**config.mk**
```make
export PLATFORM = sky130hd
export DESIGN_NAME = tx_power_state_control
export DESIGN_NICKNAME = d
export VERILOG_FILES = /design/src/hw/tx_power_pkg.sv /design/src/hw/tx_enable_decode.sv /design/src/hw/tx_power_state_control.sv
export VERILOG_INCLUDE_DIRS = /design/src /design/src/hw
export SDC_FILE = /design/constraint.sdc
export NUM_CORES = 1
export LEC_CHECK = 0
export ABC_AREA = 1
export BUFFER_PORTS_ARGS = -buffer_cell sky130_fd_sc_hd__buf_4
export CAP_MARGIN = 40
export CORE_AREA = 2 2 39 41
export CTS_BUF_LIST = sky130_fd_sc_hd__clkbuf_2 sky130_fd_sc_hd__clkbuf_4 sky130_fd_sc_hd__clkbuf_8
export DETAILED_ROUTE_END_ITERATION = 7
export DIE_AREA = 0 0 41 43
export GPL_ROUTABILITY_DRIVEN = 0
export PLACE_DENSITY = 0.65
export SLEW_MARGIN = 20
export SYNTH_ARGS = -nofsm -noshare
export SYNTH_HDL_FRONTEND = slang
export SYNTH_SLANG_ARGS = --single-unit
```
**constraint.sdc**
```tcl
create_clock -name clk_sys_in -period 1.2 [get_ports clk_sys_in]
set_clock_uncertainty 0.1 [all_clocks]
set_input_delay 0.24 -clock clk_sys_in [delete_from_list [all_inputs] [get_ports clk_sys_in]]
set_output_delay 0.24 -clock clk_sys_in [all_outputs]
set_load 0.05 [all_outputs]
```
**src/hw/tx_power_defines.svh**
```systemverilog
// Register offsets, field positions, command codes and reset values of the TX power controller.
`ifndef TX_POWER_DEFINES_SVH
`define TX_POWER_DEFINES_SVH
`define ADDR_W            7
`define DATA_W            8
`define OFS_OFF_CMD       7'h01
`define OFS_ON_CMD        7'h02
`define OFS_TEST          7'h09
`define CMD_STATE_CODE    8'h04
`define TEST_RESET        8'h00
`define TEST_TMP_BIT      2
`define TEST_WR_MASK      8'h04
`endif

```
**src/hw/tx_power_pkg.sv**
```systemverilog
// Types shared by the TX power controller files.
package tx_power_pkg;
   typedef enum logic {off_state, on_state} pwr_state_e;
   typedef logic [7:0] byte_t;
endpackage

```
**src/hw/tx_enable_decode.sv**
```systemverilog
// Decodes the controller state into the analog block enable lines.
`timescale 1ns/1ns
module tx_enable_decode
(
   input  wire tx_power_pkg::pwr_state_e state_in,
   input  wire logic                     path_sel_in,
   output logic                          ch1_enable_line_out,
   output logic                          ch2_enable_line_out,
   output logic                          doubler_phase_enable_line_out,
   output logic                          lo_detector_input_enable_out,
   output logic                          lo_detector_path_select_out,
   output logic                          lo_detector_output_enable_out
);
   import tx_power_pkg::*;
   logic on_w;
   always_comb
   begin
      on_w                          = (state_in == on_state);
      ch1_enable_line_out           = on_w;
      ch2_enable_line_out           = on_w;
      doubler_phase_enable_line_out = on_w;
      lo_detector_input_enable_out  = on_w;
      lo_detector_output_enable_out = on_w;
      lo_detector_path_select_out   = on_w & path_sel_in;
   end
endmodule

```
**src/hw/tx_power_state_control.sv**
```systemverilog
// Two-state enable controller with the temperature sensor test register.
// Summary of operation
// - Test register bit 2 activates the temperature sensor; resets to zero.
// - Exactly two states, off and on, switching the key analog blocks together.
// - Off state disables and on state enables every state-driven block; the detector input stays off while test bit 2 is set.
// - Writing 0x04 to register 0x02 enters on state, enabling both channels.
// - Writing 0x04 to register 0x01 enters off state, dropping every enable output except the temperature sensor enable.
// - On state enables the doubler and its buffer; off disables them.
// - The doubler line also enables both phase selections in on state.
// - On state enables the transmit input of the oscillator peak detector while test bit 2 is clear.
// - On state selects detector input or output; off disables detector output.
// - Temperature sensor and peak detector input are never active together; the detector output enable still follows on state.
`timescale 1ns/1ns
`include "tx_power_defines.svh"
module tx_power_state_control
(
   input  wire logic                clk_sys_in,
   input  wire logic                resetn_in,
   input  wire logic                reg_wr_in,
   input  wire logic                reg_rd_in,
   input  wire logic [6:0]          reg_addr_in,
   input  wire tx_power_pkg::byte_t reg_wdata_in,
   input  wire logic                path_sel_in,
   output tx_power_pkg::byte_t      reg_rdata_out,
   output logic                     reg_hit_out,
   output logic                     ch1_enable_line_out,
   output logic                     ch2_enable_line_out,
   output logic                     doubler_phase_enable_line_out,
   output logic                     lo_detector_input_enable_out,
   output logic                     lo_detector_path_select_out,
   output logic                     lo_detector_output_enable_out,
   output logic                     temp_sensor_enable_out,
   output logic                     on_state_out
);
   import tx_power_pkg::*;

   // ==========================================================
   // State
   // ==========================================================
   typedef struct packed
   {
      pwr_state_e state;
      byte_t      test;
      byte_t      rdata;
      logic       hit;
   } ctrl_s;

   ctrl_s s_q;
   ctrl_s s_d;

   function automatic logic is_cmd(input logic [6:0] a, input logic [6:0] o,
                                   input byte_t d);
      is_cmd = (a == o) && (d == `CMD_STATE_CODE);
   endfunction

   always_comb
   begin
      s_d     = s_q;
      s_d.hit = 1'b0;
      if (reg_wr_in)
      begin
         // Only the command code changes state; other values are ignored.
         if (is_cmd(reg_addr_in, `OFS_ON_CMD, reg_wdata_in))
            s_d.state = on_state;
         else if (is_cmd(reg_addr_in, `OFS_OFF_CMD, reg_wdata_in))
            s_d.state = off_state;
         if (reg_addr_in == `OFS_TEST)
            s_d.test = reg_wdata_in & `TEST_WR_MASK;
      end
      if (reg_rd_in)
      begin
         s_d.hit   = (reg_addr_in == `OFS_TEST);
         s_d.rdata = (reg_addr_in == `OFS_TEST) ? s_q.test : `TEST_RESET;
      end
   end

   always_ff @(posedge clk_sys_in or negedge resetn_in)
   begin
      if (!resetn_in)
      begin
         s_q.state <= off_state;
         s_q.test  <= `TEST_RESET;
         s_q.rdata <= `TEST_RESET;
         s_q.hit   <= 1'b0;
      end
      else
      begin
         s_q <= s_d;
      end
   end

   // ==========================================================
   // Outputs
   // ==========================================================
   logic det_in_w;
   tx_enable_decode u_decode
   (
      .state_in                      (s_q.state),
      .path_sel_in                   (path_sel_in),
      .ch1_enable_line_out           (ch1_enable_line_out),
      .ch2_enable_line_out           (ch2_enable_line_out),
      .doubler_phase_enable_line_out (doubler_phase_enable_line_out),
      .lo_detector_input_enable_out  (det_in_w),
      .lo_detector_path_select_out   (lo_detector_path_select_out),
      .lo_detector_output_enable_out (lo_detector_output_enable_out)
   );

   // The detector input yields to the temperature sensor so both never run at once.
   assign temp_sensor_enable_out       = s_q.test[`TEST_TMP_BIT];
   assign lo_detector_input_enable_out = det_in_w & ~s_q.test[`TEST_TMP_BIT];
   assign on_state_out                 = (s_q.state == on_state);
   assign reg_rdata_out                = s_q.rdata;
   assign reg_hit_out                  = s_q.hit;
endmodule

```
* After elaboration in Yosys (flattened, before gate mapping)
Index checks and enable logic that the tools add are counted.
** Storage, ports and cells
- Register bits after elaboration :: 6
- Input port bits :: 20
- Output and inout bits :: 17
- Logic and storage cells :: 20
** Operators by class
- Eq/ne operators :: 4
- Muxes and demuxes :: 4
- Bitwise operators :: 3
- Reductions and logical operators :: 5
** Operators by type and width (number)
- $eq 8x3->1 const B :: 1
- $eq 7x1->1 const B :: 1
- $eq 7x2->1 const B :: 1
- $eq 7x4->1 const B :: 1
- $reduce_and 2->1 :: 2
- $mux 1 :: 3
- $mux 3 :: 1
- $and 1x1->1 :: 2
- $logic_and 1x1->1 :: 2
- $reduce_bool 2->1 :: 1
- $not 1->1 :: 1

* Logic depth before layout (Yosys ltp)
Gate-level depths: netlist (run 1).
- Word-level depth :: 4
- Gate-level depth with buffers :: 7
- Depth with buffers taken out :: 7

* By module
From an unflattened synthesis (run 1), not the netlist that was laid out.
** Unflattened totals
- Cell total of the unflattened synthesis :: 53
- Area total of the unflattened synthesis :: 377.9 µm²
** Modules (own cells, without submodules)
- tx_power_state_control :: instances 1, cells an instance 46, area each 332.8 µm²
- tx_enable_decode :: instances 1, cells an instance 7, area each 45.0 µm²

* Least setup slack after synthesis (run 1)
No wires, ideal clock.
- Path type :: reg2out
- Start :: reg s_q (netlist bit on_state_out)
- End :: out lo_detector_input_enable_out
- Arrival :: 1.440 ns
- Data required time :: 0.860 ns
- Slack :: -0.580 ns
- Cell stages (with the launch flop) :: 3
- Cells stage by stage :: dfrtp_1 -> inv_1 -> nor2_1
** Between the ends
- Cells in the longest elaborated chain, start to end :: 1
** RTL lines
- start: declaration :: RTL line tx_power_state_control.sv:48 : ctrl_s s_q;
- $and 1x1->1 :: RTL line tx_power_state_control.sv:110 : assign lo_detector_input_enable_out = det_in_w & ~s_q.test[`TEST_TMP_BIT];
- end: declaration :: RTL line tx_power_state_control.sv:29 : output logic lo_detector_input_enable_out,
Every way passes these cells.

* Worst setup path in the final report (run 1)
- Start :: reg s_q (netlist bit on_state_out)
- End :: out lo_detector_path_select_out
** Between the ends
- Cells in the longest elaborated chain, start to end :: 1
** RTL lines
- $and 1x1->1 :: RTL line tx_enable_decode.sv:24 : lo_detector_path_select_out = on_w & path_sel_in;
- end: declaration :: RTL line tx_power_state_control.sv:30 : output logic lo_detector_path_select_out,
Every way passes these cells.

==> results of run 1 <==
Yosys cell counts:
cell,number
nor3b_2,1
inv_1,7
o21ai_2,1
nor3_1,1
nand2_2,3
conb_1,1
o21ai_1,1
nor2_2,2
nor2_1,6
nor2_4,1
inv_2,1
dfrtp_1,4
nand3_1,3
nor4_1,1
buf_4,11
nand2_1,7
nand3_2,1
per-layer routing:
metal | global-route usage [%] | up-vias | part of all wire [%]
li1 | - | 204 | -
met2 | 19.69 | 27 | 57
met4 | 12.00 | 0 | 3.2
met1 | 9.032 | 165 | 30
met3 | 1.571 | 3 | 9.9
met5 | 0 | - | 0
sequential cells by signal, summed over array words and instances (netlist names):
signal                  flops
reg_hit_out                 1
temp_sensor_enable_out      1
on_state_out                1
reg_rdata_out               1
worst reg2reg max path, delay by kind of cell, from the launching register on:
kind                   cells  cell delay, ns
buffers and inverters      2            0.28
flip-flops                 1            0.42
AND/OR/NAND/NOR            2            0.10
power groups by stage:
| stage | clock (mW) | combinational [mW] | sequential, mW |
|---|---|---|---|
| global placement | 0 | 0.144 | 0.146 |
| finish | 0.210 | 0.154 | 0.143 |
| detailed placement | 0 | 0.145 | 0.146 |
| global route | 0.230 | 0.166 | 0.143 |
| floorplan | 0 | 0.0917 | 0.155 |
| CTS | 0.217 | 0.150 | 0.144 |
area by class of cell:
cell class,count,area (um^2),share of cell area [%]
clock buffers,4,30.03,4.396
inverters,8,33.78,4.945
flip-flops and latches,4,102.6,15.02
repair buffers,33,306.5,44.87
multi-input cells,35,190.2,27.84
well taps,16,20.02,2.930
per-stage QoR:
| stage | utilization (%) | setup TNS, ns | cells | power (mW) |
|---|---|---|---|---|
| after floorplan | - | -0.1319 | 58 | 0.2469 |
| after global placement | 41.14 | 0 | 93 | 0.2890 |
| after detailed placement | 41.14 | 0 | 93 | 0.2905 |
| after CTS | 48.55 | -0.7421 | 99 | 0.5116 |
| after global routing | 49.37 | -0.9541 | 100 | 0.5395 |
| final | 49.37 | -0.7315 | 100 | 0.5073 |
cells in the final DEF (no fill, tap or decap), drive strengths merged:
master and count:
inv 7, nand3 4, clkinvlp 1, conb 7, nor3b 1, o21ai 2
nand2 10, clkbuf 4, nor3 1, dlygate4sd3 1, buf 32, nor2 9
dfrtp 4, nor4 1
cell families (layout without fill, tap and decap cells):
kind of cell | after synthesis | count (layout) | share of synthesized area [%]
simple gates | 26 | 26 | 37.84
buf+inv | 19 | 45 | 30.41
flops | 4 | 4 | 27.03
compound gates | 2 | 2 | 3.715
other cells | 1 | 7 | 1.013
path summary, 6_finish.rpt:
check / slack [ns] / cells past startpoint / to
setup / recovery: -0.12 / 3 / lo_detector_path_select_out
hold / removal: 0.16 / 3 / temp_sensor_enable_out
setup reg to reg: 0.18 / 4 / on_state_out
hold reg to reg: 0.38 / 2 / reg_rdata_out[2]
max in group asynchronous: 0.65 / 2 / on_state_out
min in group asynchronous: 0.24 / 2 / temp_sensor_enable_out
repair_timing:
item | CTS | global route
setup endpoints to repair | 8 | 8
resized for setup | 15 | 1
pin swaps | 0 | 1
setup buffers | 1 | 1
hold buffers | 1 | 0
hold endpoints to repair | 4 | 0
==> impl_results.md, run 1 <==
- Rows: 14
- Placed Area: around 570 um^2
- Worst hold path class: input port to register
- Critical Path Source: on_state_out
- ANT cells: 0
- Clock share of power: about 41%
- Total leakage power: 0.3515 nW
- Int Power: around 0.35 mW
- Worst setup SP type: register
- Crit-path max cell delay: approximately 0.42 ns
- CTS Sinks: 4
- H-Tree Depth: 1
- Failing checks: negative setup slack
- FILL cells: 137
- Sequential area share after synthesis: between 20% and 30%
- Psw: 0.1597 mW
- Worst setup margin: -0.1199 ns
- Hold Slack: 0.1634 ns
- Initial antenna violation count: 0
- Crit path max-delay family: flip-flops
- Drt wl/cell: 7.840 um
- Clk_lat worst skew: approximately 0.24 ns
- Chip height: roughly 43 um
- Share of cells above drive strength 1: approximately 62%
- RSZ-0062 raised after global routing: yes
- CTS Root Cell: clkbuf_4
- Synth top area cells: dfrtp_1 (27%), buf_4 (22%), inv_1 (7.1%)
- Top Ports: 37
- Die area: 1763 um^2
- DRT iter0 DRCs: 0
- Slowest-stage cell, CP: dfrtp_2
- Largest net degree at the start of global routing: 7
- DRC Markers: 0
- Yosys warning count: 0
- Synthesized area per cell: slightly above 7 um^2
- VDD IR max: 0.2970 mV
- Synth top area share: 27.03%
- Post-Synthesis Cells: 52
- Final Hold Vio Count: 0
- Final setup viols: 7
- Crit-path cells: nand2_2, clkinvlp_4, buf_8
- CP Capture Type: output pin
- GRT Util Overall: a little under an eighth
- Worst r2r src: on_state_out
- Fmax: approximately 760 MHz
- First-pass GRT wire length: around 1.3 mm
- Status: complete, but fails checks
- CTS Buf Count: 3
- DPL Wire Length: between 600 and 700 um
- Final Slew Violations: 0
- GRT Residual Overflow: 0
- Core box area: about 1400 um^2
- Number of port buffers: 29
- Place WS: approximately 0.098 ns
- Pwr Density: approximately 740 nW/um^2
- Via Count: 399
- Logic pwr share: 30.4%
- Switching share of power: between 30% and 40%
- Post-layout min period: approximately 1.3 ns
- Data required time of the worst path: approximately 0.86 ns
- Crit-path max FO: 3
- Count of cell types in the netlist: 17
- Synthesized flop and latch total: 4
- Chip width: 41 um
- Largest area contributor in the netlist: dfrtp_1
- Min-delay src: reg_wdata_in[2]
- Starting Density: 26.76%
- Vias in the first global route: approximately 370
- Sequential share of power: between 20% and 30%
- Tcrit/Tclk final: 110.0%
- Max-Cap Viols: 0
- Post-DRT Antenna Nets: 0
- Max Buffers Root-to-Sink: 2
- Total Wirelength: slightly below 800 um
- DR vias/cell: between 3 and 4
- Design Area, Final: around 680 um^2
- DRT Pass-1 Iters: 1
- Arrival time worst endpoint: 0.98 ns
- Area grow syn2layout: 84.46%
- WP buf/inv: 2
- Syn Std Cell Area: around 370 um^2
- Worst-path clk slew: roughly 0.04 ns
- Total Nets Final: 105
- TritonCTS clock tree: yes
- Critical path class: register to output pin
No activity file was read; power rests on OpenSTA's default activity.
==> inputs of run 2 (changes only) <==
Settings changed: BUFFER_PORTS_ARGS -buffer_cell sky130_fd_sc_hd__buf_4 to unset, DONT_BUFFER_PORTS set to 1, PLACE_DENSITY 0.65 to unset.
==> impl_results.md, run 2 (synthesis results as in run 1) <==
- Hold Slack: approximately 0.043 ns
- Total leakage power: about 0.21 nW
- Chip height: 43 um
- Wire length on met1: slightly below 200 um
- H-Tree Depth: 1
- Vias in the first global route: around 230
- CTS Root Cell: clkbuf_4
- Failing checks: negative setup slack
- Starting Density: 26.76%
- ANT cells: 0
- Crit-path max FO: 5
- Fmax: around 740 MHz
- Clk_lat worst skew: between 0.2 and 0.25 ns
- Final non-filler cell total: 73
- Final Hold Vio Count: 0
- WL met2: 335 um
- Chip width: around 41 um
- Rows: 14
- RSZ-0062 raised after global routing: yes
- Die area: 1763 um^2
- Worst setup margin: -0.1506 ns
- VDD IR max: approximately 0.2 mV
- Worst setup SP type: register
- Max Buffers Root-to-Sink: 2
- First-pass GRT wire length: roughly 880 um
- Data required time of the worst path: 0.86 ns
- GRT Residual Overflow: 0
- CTS Sinks: 4
- Total Nets Final: approximately 80
- DR top layer: met4
- FILL cells: around 150
- Worst hold path class: input port to register
- CTS Buf Count: 3
- Area grow syn2layout: 22.97%
- Slowest-stage cell, CP: dfrtp_2
- Post-layout min period: 1.351 ns
- DR vias/cell: approximately 4.1
- Most frequent cells in the layout: conb_1 (7), nand2_1 (6), inv_1 (5), nor2_1 (5)
- DRT iter0 DRCs: 1
- Share of cells above drive strength 1: between 40% and 50%
- Crit-path max cell delay: between 0.4 and 0.5 ns
- Top Ports: 37
- Status: complete, but fails checks
- Crit-path cells: nand2_2, clkinvlp_4
- TritonCTS clock tree: yes
- Initial antenna violation count: 0
- Via Count: 300
- Final Slew Violations: 0
- Post-DRT Antenna Nets: 0
- Drt wl/cell: 8.644 um
- CP Capture Type: output pin
- GRT Util Overall: about 8.5%
- Largest net degree at the start of global routing: 6
- Power Total: between 0.4 and 0.5 mW
- Core box area: 1384 um^2
- Worst-path clk slew: 0.04 ns
- Tcrit/Tclk final: 112.6%
- Final setup viols: 7
- Met3 wire length: between 80 and 90 um
- Placed Area: 399.1 um^2
- Total Wirelength: 631 um
- Critical path class: register to output pin
- Design Area, Final: about 460 um^2
- Pwr Density: between 900 and 1000 nW/um^2
- Dpl cells: 67
- DRC Markers: 0
- Number of port buffers: 0
- Arrival time worst endpoint: 1.01 ns
- Most common cell after layout, fill and taps aside: conb_1
- Max-Cap Viols: 0
- DRT Pass-1 Iters: 2
run 2: stage by stage:
stage	TNS, ns	utilization, %	worst slack [ns]
after floorplan	-0.1319	-	-0.06949
after global placement	0	28.84	0.06632
after detailed placement	0	28.84	0.06355
after CTS	-0.6302	32.28	-0.1641
after global routing	-0.8983	32.91	-0.2003
final	-0.5303	32.91	-0.1506
run 2: area by class of cell:
type	count	area, um^2	share of cell area [%]
timing repair buffer	6	76.32	16.76
clock buffer	4	30.03	6.593
inverter	8	33.78	7.418
tap	16	20.02	4.396
sequential	4	105.1	23.08
multi-input combinational	35	190.2	41.76
run 2: worst paths after layout:
check | slack [ns] | cells after the start | to | startpoint
worst max-delay path | -0.15 | 2 | lo_detector_path_select_out | on_state_out
worst min-delay path | 0.04 | 2 | temp_sensor_enable_out | reg_wr_in
worst max register to register | 0.27 | 3 | reg_rdata_out[2] | temp_sensor_enable_out
worst min register to register | 0.47 | 2 | on_state_out | on_state_out
max in group asynchronous | 0.62 | 1 | reg_hit_out | resetn_in
min in group asynchronous | 0.18 | 1 | temp_sensor_enable_out | resetn_in
run 2: routing by layer:
metal | GRT usage [%] | vias up
met4 | 8.000 | 0
met2 | 12.81 | 22
met1 | 6.390 | 122
met5 | 0 | -
li1 | - | 154
met3 | 6.283 | 2
run 2: repair_timing:
action                     in CTS  in global routing
hold buffers                    1                  0
pin swaps                       2                  0
buffers inserted                0                  1
gates resized for setup         3                  1
hold endpoints to repair        4                  0
setup endpoints to repair       9                  9
run 2: worst max-delay path: cells and delay by family, from the launching register on:
family / cells / cell delay [ns]
flops: 1 / 0.44
buf+inv: 1 / 0.24
simple gates: 1 / 0.09
run 2: power breakdown:
part	switching (mW)	internal (mW)
sequential	0.00476	0.139
combinational	0.0807	0.0221
clock	0.0573	0.147
total	0.143	0.309
